**src/hw/stc_pkg.sv**
```systemverilog
package stc_pkg;
    // Converter clock runs at half the 20 MHz core clock, so half periods are whole cycles
    localparam int CORE_PERIOD_NS = 50;
    localparam int CONV_CYC = 2;
    localparam int CONV_PERIOD_NS = CONV_CYC * CORE_PERIOD_NS;
    localparam int TRIG_DLY_HALF_PER = 5;
    localparam int RES_A_DLY_PER = 4;
    localparam int RES_B_DLY_PER = 5;
    localparam int SEQ_GAP_PER = 1;
    localparam int SIM_GAP_PER = 2;
    localparam int IRQ_DLY_CYC = 2;
    localparam int RES_W = 12;
    localparam int CHAN_W = 4;
    localparam int ACQ_W = 4;
    localparam int CNT_W = 6;
    localparam int TRIG_DLY_CYC = (TRIG_DLY_HALF_PER * CONV_CYC + 1) / 2;
    localparam int RES_A_DLY_CYC = RES_A_DLY_PER * CONV_CYC;
    localparam int RES_B_DLY_CYC = RES_B_DLY_PER * CONV_CYC;
    localparam logic [CNT_W-1:0] TRIG_DLY_LD = CNT_W'(TRIG_DLY_CYC - 1);
    localparam logic [CNT_W-1:0] SEQ_GAP_LD = CNT_W'(SEQ_GAP_PER * CONV_CYC - 1);
    localparam logic [CNT_W-1:0] SIM_GAP_LD = CNT_W'(SIM_GAP_PER * CONV_CYC - 1);

    localparam logic [7:0] CTRL_OFF = 8'h00;
    localparam logic [7:0] TRIG_OFF = 8'h04;
    localparam logic [7:0] STATUS_OFF = 8'h08;
    localparam logic [7:0] MASK_OFF = 8'h0c;
    localparam logic [7:0] RES_A_OFF = 8'h10;
    localparam logic [7:0] RES_B_OFF = 8'h14;

    localparam int CTRL_SAMPLING_MODE_SELECT_BIT = 0;
    localparam int CTRL_CONT_BIT = 1;
    localparam int CTRL_EVM_A_EN_BIT = 4;
    localparam int CTRL_EVM_B_EN_BIT = 5;
    localparam int CTRL_EXT_EN_BIT = 6;
    localparam int CTRL_ACQ_LSB = 8;
    localparam int CTRL_CHAN_LSB = 12;
    localparam int CTRL_W = 16;
    localparam logic [CTRL_W-1:0] CTRL_RST = 16'h0000;
    localparam logic [CTRL_W-1:0] CTRL_MASK = 16'hff73;
    localparam int TRIG_SW_BIT = 0;
    localparam int STS_RES_A_BIT = 0;
    localparam int STS_RES_B_BIT = 1;
    localparam int STS_OVR_BIT = 2;
    localparam int STS_BUSY_BIT = 8;
    localparam int STS_W = 3;
    localparam logic [STS_W-1:0] STS_RST = 3'h0;

    typedef enum logic [3:0] {
        ST_IDLE = 4'b0001,
        ST_DLY = 4'b0010,
        ST_SH = 4'b0100,
        ST_GAP = 4'b1000
    } stc_state_type;

    // Sample/hold pulse length in core cycles, loaded as count minus one
    function automatic logic [CNT_W-1:0] sh_load(input logic [ACQ_W-1:0] acq);
        sh_load = CNT_W'((32'(acq) + 32'd1) * CONV_CYC - 1);
    endfunction
endpackage

```
**src/hw/stc_delay_line.sv**
```systemverilog
`timescale 1ns/10ps
`default_nettype none
module stc_delay_line #(
    parameter int WIDTH = 13,
    parameter int DEPTH = 8
) (
    input wire logic i_core_clk,
    input wire logic i_rst,
    input wire logic [WIDTH-1:0] i_data,
    output logic [WIDTH-1:0] o_data
);
    logic [WIDTH-1:0] pipe_r [DEPTH];

    always_ff @(posedge i_core_clk or posedge i_rst) begin
        if (i_rst) begin
            for (int i = 0; i < DEPTH; i++) begin
                pipe_r[i] <= '0;
            end
        end else begin
            pipe_r[0] <= i_data;
            for (int i = 1; i < DEPTH; i++) begin
                pipe_r[i] <= pipe_r[i-1];
            end
        end
    end

    assign o_data = pipe_r[DEPTH-1];
endmodule // stc_delay_line
`default_nettype wire

```
**src/hw/stc_sync3.sv**
```systemverilog
`timescale 1ns/10ps
`default_nettype none
module stc_sync3 (
    input wire logic i_core_clk,
    input wire logic i_rst,
    input wire logic i_async,
    output logic o_s2,
    output logic o_s3
);
    logic s1_r;
    logic s2_r;
    logic s3_r;

    always_ff @(posedge i_core_clk or posedge i_rst) begin
        if (i_rst) begin
            s1_r <= 1'b0;
            s2_r <= 1'b0;
            s3_r <= 1'b0;
        end else begin
            s1_r <= i_async;
            s2_r <= s1_r;
            s3_r <= s2_r;
        end
    end

    assign o_s2 = s2_r;
    assign o_s3 = s3_r;
endmodule // stc_sync3
`default_nettype wire

```
**src/hw/stc_top.sv**
```systemverilog
// Design decisions made here: register access over APB and the address map.
`timescale 1ns/10ps
`default_nettype none
module stc_top #(
    parameter int RES_A_DLY = stc_pkg::RES_A_DLY_CYC,
    parameter int RES_B_DLY = stc_pkg::RES_B_DLY_CYC,
    parameter int IRQ_DLY = stc_pkg::IRQ_DLY_CYC
) (
    input wire logic i_core_clk,
    input wire logic i_rst,
    input wire logic i_psel,
    input wire logic i_penable,
    input wire logic i_pwrite,
    input wire logic [7:0] i_paddr,
    input wire logic [31:0] i_pwdata,
    output logic [31:0] o_prdata,
    output logic o_pready,
    output logic o_pslverr,
    input wire logic i_evm_a_soc,
    input wire logic i_evm_b_soc,
    input wire logic i_ext_soc,
    input wire logic [stc_pkg::RES_W-1:0] i_conv_a_data,
    input wire logic [stc_pkg::RES_W-1:0] i_conv_b_data,
    output logic o_sh_pulse,
    output logic o_capture,
    output logic [stc_pkg::CHAN_W-1:0] o_chan_a,
    output logic [stc_pkg::CHAN_W-1:0] o_chan_b,
    output logic o_irq
);
    localparam int LW = stc_pkg::RES_W + 1;

    stc_pkg::stc_state_type state_r;
    stc_pkg::stc_state_type state_nxt;
    logic [stc_pkg::CNT_W-1:0] cnt_r;
    logic [stc_pkg::CNT_W-1:0] cnt_nxt;
    logic [stc_pkg::CTRL_W-1:0] ctrl_r;
    logic [stc_pkg::STS_W-1:0] sts_r;
    logic [stc_pkg::STS_W-1:0] sts_nxt;
    logic [stc_pkg::STS_W-1:0] mask_r;
    logic [stc_pkg::RES_W-1:0] res_a_r;
    logic [stc_pkg::RES_W-1:0] res_b_r;
    logic run_sampling_mode_select_r;
    logic [stc_pkg::ACQ_W-1:0] run_acq_r;
    logic sh_r;
    logic capt_r;
    logic [stc_pkg::CHAN_W-1:0] chan_a_r;
    logic [stc_pkg::CHAN_W-1:0] chan_b_r;
    logic irq_r;
    logic [31:0] prdata_r;
    logic pready_r;
    logic pslverr_r;
    logic ext_level_r;
    logic ext_s2;
    logic ext_s3;
    logic [LW-1:0] line_a_out;
    logic [LW-1:0] line_b_out;
    logic [1:0] flag_dly_out;

    // Bus decode
    wire apb_setup = i_psel & ~i_penable;
    wire apb_done = i_psel & i_penable & pready_r;
    wire hit_ctrl = (i_paddr == stc_pkg::CTRL_OFF);
    wire hit_trig = (i_paddr == stc_pkg::TRIG_OFF);
    wire hit_sts = (i_paddr == stc_pkg::STATUS_OFF);
    wire hit_mask = (i_paddr == stc_pkg::MASK_OFF);
    wire hit_res_a = (i_paddr == stc_pkg::RES_A_OFF);
    wire hit_res_b = (i_paddr == stc_pkg::RES_B_OFF);
    wire addr_ok = hit_ctrl | hit_trig | hit_sts | hit_mask | hit_res_a | hit_res_b;
    wire wr_fire = apb_done & i_pwrite & addr_ok;
    wire busy = (state_r != stc_pkg::ST_IDLE);
    wire [31:0] sts_word = 32'({busy, 5'h00, sts_r});
    wire [31:0] rd_mux = hit_ctrl ? 32'(ctrl_r) :
                         hit_sts ? sts_word :
                         hit_mask ? 32'(mask_r) :
                         hit_res_a ? 32'(res_a_r) :
                         hit_res_b ? 32'(res_b_r) : 32'h0000_0000;

    // Control fields
    wire sampling_mode_select = ctrl_r[stc_pkg::CTRL_SAMPLING_MODE_SELECT_BIT];
    wire cont_en = ctrl_r[stc_pkg::CTRL_CONT_BIT];
    wire [stc_pkg::ACQ_W-1:0] acq_fld = ctrl_r[stc_pkg::CTRL_ACQ_LSB +: stc_pkg::ACQ_W];
    wire [stc_pkg::CHAN_W-1:0] chan_fld = ctrl_r[stc_pkg::CTRL_CHAN_LSB +: stc_pkg::CHAN_W];
    // Only the pair index is used; the side bit of the field is ignored here
    wire [stc_pkg::CHAN_W-1:0] pair_a = {1'b0, chan_fld[stc_pkg::CHAN_W-2:0]};
    wire [stc_pkg::CHAN_W-1:0] pair_b = {1'b1, chan_fld[stc_pkg::CHAN_W-2:0]};

    stc_sync3 u_ext_sync (
        .i_core_clk(i_core_clk),
        .i_rst(i_rst),
        .i_async(i_ext_soc),
        .o_s2(ext_s2),
        .o_s3(ext_s3)
    );

    // A pin edge counts only once two sync stages agree
    wire ext_stable = (ext_s2 == ext_s3);
    wire ext_rise = ext_stable & ext_s3 & ~ext_level_r;

    wire sw_trig = wr_fire & hit_trig & i_pwdata[stc_pkg::TRIG_SW_BIT];
    wire trig_any = sw_trig
        | (i_evm_a_soc & ctrl_r[stc_pkg::CTRL_EVM_A_EN_BIT])
        | (i_evm_b_soc & ctrl_r[stc_pkg::CTRL_EVM_B_EN_BIT])
        | (ext_rise & ctrl_r[stc_pkg::CTRL_EXT_EN_BIT]);
    wire trig_take = trig_any & ~busy;
    // A start during a run is not queued; software sees it in the status word
    wire trig_lost = trig_any & busy;

    wire cnt_zero = (cnt_r == '0);
    wire sh_end = (state_r == stc_pkg::ST_SH) & cnt_zero;
    wire gap_end = (state_r == stc_pkg::ST_GAP) & cnt_zero;
    wire capt_b = sh_end & run_sampling_mode_select_r;

    // Sequencer
    always_comb begin
        state_nxt = state_r;
        cnt_nxt = cnt_zero ? cnt_r : cnt_r - 1'b1;
        case (state_r)
            stc_pkg::ST_IDLE: begin
                if (trig_take) begin
                    state_nxt = stc_pkg::ST_DLY;
                    cnt_nxt = stc_pkg::TRIG_DLY_LD;
                end
            end
            stc_pkg::ST_DLY: begin
                if (cnt_zero) begin
                    state_nxt = stc_pkg::ST_SH;
                    cnt_nxt = stc_pkg::sh_load(run_acq_r);
                end
            end
            stc_pkg::ST_SH: begin
                if (cnt_zero) begin
                    state_nxt = stc_pkg::ST_GAP;
                    cnt_nxt = run_sampling_mode_select_r ? stc_pkg::SIM_GAP_LD : stc_pkg::SEQ_GAP_LD;
                end
            end
            stc_pkg::ST_GAP: begin
                if (cnt_zero) begin
                    if (cont_en) begin
                        state_nxt = stc_pkg::ST_SH;
                        cnt_nxt = stc_pkg::sh_load(run_acq_r);
                    end else begin
                        state_nxt = stc_pkg::ST_IDLE;
                    end
                end
            end
            default: begin
                state_nxt = stc_pkg::ST_IDLE;
                cnt_nxt = '0;
            end
        endcase
    end

    always_ff @(posedge i_core_clk or posedge i_rst) begin
        if (i_rst) begin
            state_r <= stc_pkg::ST_IDLE;
            cnt_r <= '0;
        end else begin
            state_r <= state_nxt;
            cnt_r <= cnt_nxt;
        end
    end

    // Mode, prescale and channels are frozen for a run; the next run picks up new values
    always_ff @(posedge i_core_clk or posedge i_rst) begin
        if (i_rst) begin
            run_sampling_mode_select_r <= 1'b0;
            run_acq_r <= '0;
            chan_a_r <= '0;
            chan_b_r <= '0;
        end else if (trig_take) begin
            run_sampling_mode_select_r <= sampling_mode_select;
            run_acq_r <= acq_fld;
            chan_a_r <= sampling_mode_select ? pair_a : chan_fld;
            chan_b_r <= sampling_mode_select ? pair_b : chan_fld;
        end
    end

    always_ff @(posedge i_core_clk or posedge i_rst) begin
        if (i_rst) begin
            sh_r <= 1'b0;
            capt_r <= 1'b0;
        end else begin
            sh_r <= (state_nxt == stc_pkg::ST_SH);
            capt_r <= sh_end;
        end
    end

    // capture on the pulse fall; eight-stage pipeline latency (four converter periods)
    stc_delay_line #(.WIDTH(LW), .DEPTH(RES_A_DLY)) u_line_a (
        .i_core_clk(i_core_clk),
        .i_rst(i_rst),
        .i_data({sh_end, i_conv_a_data}),
        .o_data(line_a_out)
    );

    // B result one period after A
    stc_delay_line #(.WIDTH(LW), .DEPTH(RES_B_DLY)) u_line_b (
        .i_core_clk(i_core_clk),
        .i_rst(i_rst),
        .i_data({capt_b, i_conv_b_data}),
        .o_data(line_b_out)
    );

    wire res_a_we = line_a_out[LW-1];
    wire res_b_we = line_b_out[LW-1];

    always_ff @(posedge i_core_clk or posedge i_rst) begin
        if (i_rst) begin
            res_a_r <= '0;
            res_b_r <= '0;
        end else begin
            if (res_a_we) begin
                res_a_r <= line_a_out[stc_pkg::RES_W-1:0];
            end
            if (res_b_we) begin
                res_b_r <= line_b_out[stc_pkg::RES_W-1:0];
            end
        end
    end

    // flags trail the update by a fixed count
    stc_delay_line #(.WIDTH(2), .DEPTH(IRQ_DLY)) u_flag_dly (
        .i_core_clk(i_core_clk),
        .i_rst(i_rst),
        .i_data({res_b_we, res_a_we}),
        .o_data(flag_dly_out)
    );

    // Set wins over a write-one clear in the same cycle
    wire [stc_pkg::STS_W-1:0] sts_set = {trig_lost, flag_dly_out};
    wire [stc_pkg::STS_W-1:0] sts_clr = (wr_fire & hit_sts) ? i_pwdata[stc_pkg::STS_W-1:0] : '0;
    assign sts_nxt = (sts_r & ~sts_clr) | sts_set;

    always_ff @(posedge i_core_clk or posedge i_rst) begin
        if (i_rst) begin
            ctrl_r <= stc_pkg::CTRL_RST;
            mask_r <= stc_pkg::STS_RST;
            sts_r <= stc_pkg::STS_RST;
            irq_r <= 1'b0;
            ext_level_r <= 1'b0;
        end else begin
            if (wr_fire & hit_ctrl) begin
                ctrl_r <= i_pwdata[stc_pkg::CTRL_W-1:0] & stc_pkg::CTRL_MASK;
            end
            if (wr_fire & hit_mask) begin
                mask_r <= i_pwdata[stc_pkg::STS_W-1:0];
            end
            sts_r <= sts_nxt;
            irq_r <= |(sts_nxt & mask_r);
            if (ext_stable) begin
                ext_level_r <= ext_s3;
            end
        end
    end

    // Zero wait states: ready in every access phase, read data fetched in setup
    always_ff @(posedge i_core_clk or posedge i_rst) begin
        if (i_rst) begin
            pready_r <= 1'b0;
            pslverr_r <= 1'b0;
            prdata_r <= '0;
        end else begin
            pready_r <= apb_setup;
            pslverr_r <= apb_setup & ~addr_ok;
            if (apb_setup) begin
                prdata_r <= i_pwrite ? 32'h0000_0000 : rd_mux;
            end
        end
    end

    assign o_prdata = prdata_r;
    assign o_pready = pready_r;
    assign o_pslverr = pslverr_r;
    assign o_sh_pulse = sh_r;
    assign o_capture = capt_r;
    assign o_chan_a = chan_a_r;
    assign o_chan_b = chan_b_r;
    assign o_irq = irq_r;

    // Helper logic for checks
    logic [stc_pkg::CNT_W-1:0] sh_len_r;
    logic [7:0] since_a_r;
    logic seen_a_r;
    always_ff @(posedge i_core_clk or posedge i_rst) begin
        if (i_rst) begin
            sh_len_r <= '0;
            since_a_r <= '0;
            seen_a_r <= 1'b0;
        end else begin
            sh_len_r <= sh_r ? sh_len_r + 1'b1 : '0;
            since_a_r <= res_a_we ? 8'h01 : since_a_r + 8'h01;
            seen_a_r <= res_a_we | (seen_a_r & busy);
        end
    end
endmodule // stc_top
`default_nettype wire
```
**config.mk**
```make
export PLATFORM = sky130hd
export DESIGN_NAME = stc_top
export DESIGN_NICKNAME = d
export VERILOG_FILES = /design/src/hw/stc_pkg.sv /design/src/hw/stc_delay_line.sv /design/src/hw/stc_sync3.sv /design/src/hw/stc_top.sv
export SDC_FILE = /design/constraint.sdc
export NUM_CORES = 1
export LEC_CHECK = 0
export BUFFER_PORTS_ARGS = -buffer_cell sky130_fd_sc_hd__buf_2
export CAP_MARGIN = 20
export CELL_PAD_IN_SITES_DETAIL_PLACEMENT = 0
export CELL_PAD_IN_SITES_GLOBAL_PLACEMENT = 1
export CORE_UTILIZATION = 48
export DETAILED_ROUTE_END_ITERATION = 8
export GPL_TIMING_DRIVEN = 0
export PLACE_DENSITY_LB_ADDON = 0.1
export SETUP_SLACK_MARGIN = 0.02
export SLEW_MARGIN = 30
export SYNTH_ARGS = -nofsm -noshare
export SYNTH_HDL_FRONTEND = slang
export SYNTH_SLANG_ARGS = --single-unit
```
**constraint.sdc**
```tcl
create_clock -name i_core_clk -period 11.5 [get_ports i_core_clk]
set_input_delay 0.575 -clock i_core_clk [delete_from_list [all_inputs] [get_ports i_core_clk]]
set_output_delay 0.575 -clock i_core_clk [all_outputs]
set_load 0.005 [all_outputs]
```
==> results by group <==
Clocking
  – Clock transition at the registers of the reported paths: 0.07 ns
  – Root Buffer: clkbuf_16
  – Clock Latency Late Sink: 0.54 ns
  – Num CTS Buffers: 31
  – Hold buffer count at CTS: 0
  – Sink Count: between 300 and 400
  – Clock Path Buffers: 3
  – Post-CTS Setup Inserts: 0
  – Post-cts sizing count: 0
  – CTS H-Tree Depth: 1
  – CTS tree: done

Worst setup path
  – Crit-path slowest cell: or4_1
  – Critical path endpoint category: flop
  – Crit-path max FO: 8
  – CP Cell Sequence: inv_1 -> ha_1 -> or3b_1 -> nor3_2 -> inv_2 -> ha_1 -> or4_1 -> o21ai_0
  – CP most frequent cell: ha_1
  – Worst Path Required: between 10 and 15 ns
  – CP max stage delay: 0.45 ns
  – R2R Path End: cnt_r[0]$_DFF_PP0_
  – Reg2Reg Depth: 8
  – Critical path data arrival time: 2.81 ns
  – RR Startpoint: cnt_r[0]$_DFF_PP0_
  – Cell family with most CP delay: simple AND/OR/NAND/NOR gates
  – Critical Path Start Type: flop
  – Critical path type: flop to flop
  – R2R setup slack: just over 9 ns
  – WP buf/inv: 2

Finish
  – Final core area utilization: 58.06%
  – Share of cells above drive strength 1: ~31%
  – # fillers: 1,605
  – Final net count: 810
  – Post-route design area: 12,170 um2
  – Diode count: 0
  – Area Growth Syn to Fin: 18.73%
  – Non-Filler Instances: 1,033

Route
  – DRT Pass-1 Iters: 4
  – Iteration-0 DRC Markers: 246
  – Vias: 5,001
  – Via density: ~4.8
  – DR WL/cell: 16.16 um
  – Antenna Nets Post-Route: 0
  – DRC viols: 0
  – Total wire length: 16,690 um

Synth
  – Synth top cells by count: dfrtp_1, mux2_2, nor2_1
  – Syn Area/Cell: roughly 17 um2
  – Most frequent cell after synthesis: dfrtp_1
  – Synth top area share: 79.12%
  – Register area share after synthesis: roughly 79%
  – Post-synth EDFFs: 0
  – Post-Syn Area: 10,250 um2
  – Ys async rst share: 100.0%
  – Ys flop type: dfrtp_1
  – Gate count of the mapped netlist: 603
  – Area leader, netlist: dfrtp_1
  – Yosys cell types: 66
  – Count of state elements after synthesis: 325
  – Synth top area cells: dfrtp_1, mux2_2, buf_4
  – Yosys Warn Count: 0

Floorplan
  – Site Rows: 53
  – Number of top-level pins: 117
  – Core area: 20,960 um2
  – Initial core utilization: 48.90%
  – Die Ht: 148.1 um
  – Die footprint: 21,940 um2
  – Die X: ~150 um

Timing
  – RSZ-0062 raised after global routing: no
  – Crit share post-route: 20.43%
  – Final Skew: between 0.01 and 0.015 ns
  – Slew margin rel.: 51.87%
  – Setup ws final: 9.151 ns
  – Final setup vio count: 0
  – Minimum clock period: 2.349 ns
  – Final Max Tran Viols: 0
  – Hold Fails Final Rpt: 0
  – Worst Tran Pin Value: 0.7165 ns
  – Fmax: 425.7 MHz

Placement
  – DP Cell Count: roughly 980
  – Final Wtd Congestion: 0.7845
  – Pre-CTS setup slack: 9.098 ns
  – Cell Area, Placed: ~11,000 um2
  – IO Port Bufs: 80
  – Post-DP HPWL: between 10,000 and 15,000 um

Power and ir drop
  – Maximum VDD drop: 0.1787 mV
  – PD cells: roughly 180 nW/um2
  – Leakage: between 5 and 6 nW
  – Final Power: 2.238 mW

GRT
  – Largest net degree at the start of global routing: about 110
  – Number of global-route vias before repair: 5,221
  – Gr ovfl total: 0
  – All-Layer GR Usage: 16.22%
  – First-pass GRT wire length: 27,630 um
  – Initial antenna violation count: 0

Hold path
  – HP Class: input pin to asynchronous set/reset pin

Outcome
  – Status: finished, final reports clean

Run
  – Maxcap violations: 0
==> sequential cells by signal (all words and copies together), names as in the netlist, 2 cells and up <==
register           cells
u_line_b.pipe_r      117
u_line_a.pipe_r       90
o_prdata              16
ctrl_r                13
u_line_a.o_data       13
u_line_b.o_data       13
res_a_r               12
res_b_r               12
cnt_r                  6
o_chan_a               4
run_acq_r              4
state_r                4
mask_r                 3
sts_r                  3
u_flag_dly.o_data      2
u_flag_dly.pipe_r      2
==> where the power goes <==
part / internal [mW] / total [mW] / switching (mW)
logic: 0.0174 / 0.0520 / 0.0346
clock network: 0.579 / 0.991 / 0.412
registers: 1.18 / 1.19 / 0.0111
==> per-layer routing <==
layer	part of all wire [%]	track usage (%)	up-vias
met2	45	24.65	139
met4	1.6	4.433	0
li1	-	-	2307
met5	0	0	-
met3	5.4	3.098	30
met1	48	24.21	2525
==> cell usage in the layout (no fill, tap or decap), drive strengths merged, types with 4 or more instances in the layout <==
master / netlist / final
nor4: 4 / 4
buf: 31 / 114
a22o: 6 / 6
a21oi: 14 / 14
clkbuf: 5 / 44
mux2: 47 / 47
mux2i: 14 / 14
nand2b: 6 / 6
a221o: 7 / 7
inv: 9 / 10
dfrtp: 324 / 324
clkinv: 0 / 12
nand3b: 4 / 4
nand3: 4 / 4
nor2: 22 / 22
ha: 4 / 4
o21ai: 17 / 17
nor3b: 4 / 4
a31oi: 5 / 5
conb: 1 / 16
nor3: 7 / 7
nand2: 18 / 18
==> worst reg2reg max path: stages (launching register included) <==
cell,delay (ns)
dfrtp_1,0.43
inv_1,0.08
ha_1,0.21
or3b_1,0.40
nor3_2,0.23
inv_2,0.17
ha_1,0.20
or4_1,0.45
o21ai_0,0.09
==> cell families after synthesis <==
group / synth area share [%]
compound gates: 5.043
xor+xnor: 0.3419
fa+ha+maj: 0.4884
buf+inv: 2.491
flops: 79.38
mux: 6.606
other cells: 0.03659
simple gates: 5.617
==> cell type report <==
class | instances | area, um2 | area share, %
Buffer | 36 | 221.5 | 1.820
Clock buffer | 39 | 865.8 | 7.116
Sequential cell | 325 | 8134 | 66.86
Tap cell | 275 | 344.1 | 2.828
Multi-Input combinational cell | 248 | 1914 | 15.73
Clock inverter | 18 | 162.7 | 1.337
Timing Repair Buffer | 83 | 483.0 | 3.970
Inverter | 9 | 41.29 | 0.3394
==> through the flow <==
stage,setup TNS (ns),hold slack [ns]
floorplan,0,0.3312
global placement,-217.94,0.3311
detailed placement,0,0.3347
CTS,0,0.03989
global route,0,0.05973
finish,0,0.04054
==> how the worst max path moves through the flow <==
stage,cells past startpoint,endpoint,start,slack [ns]
3_3_place_gp,2,u_line_a.pipe_r[20]$_DFF_PP0_,i_rst,-0.71
6_report,8,cnt_r[0]$_DFF_PP0_,cnt_r[0]$_DFF_PP0_,9.15
5_1_grt,8,cnt_r[0]$_DFF_PP0_,cnt_r[0]$_DFF_PP0_,8.98
3_5_place_dp,7,o_prdata[1]$_DFFE_PP0P_,i_paddr[7],9.10
2_1_floorplan,1,cnt_r[0]$_DFF_PP0_,i_rst,1.93
4_1_cts,8,cnt_r[0]$_DFF_PP0_,cnt_r[0]$_DFF_PP0_,9.17
No activity file was read; power rests on OpenSTA's default activity.
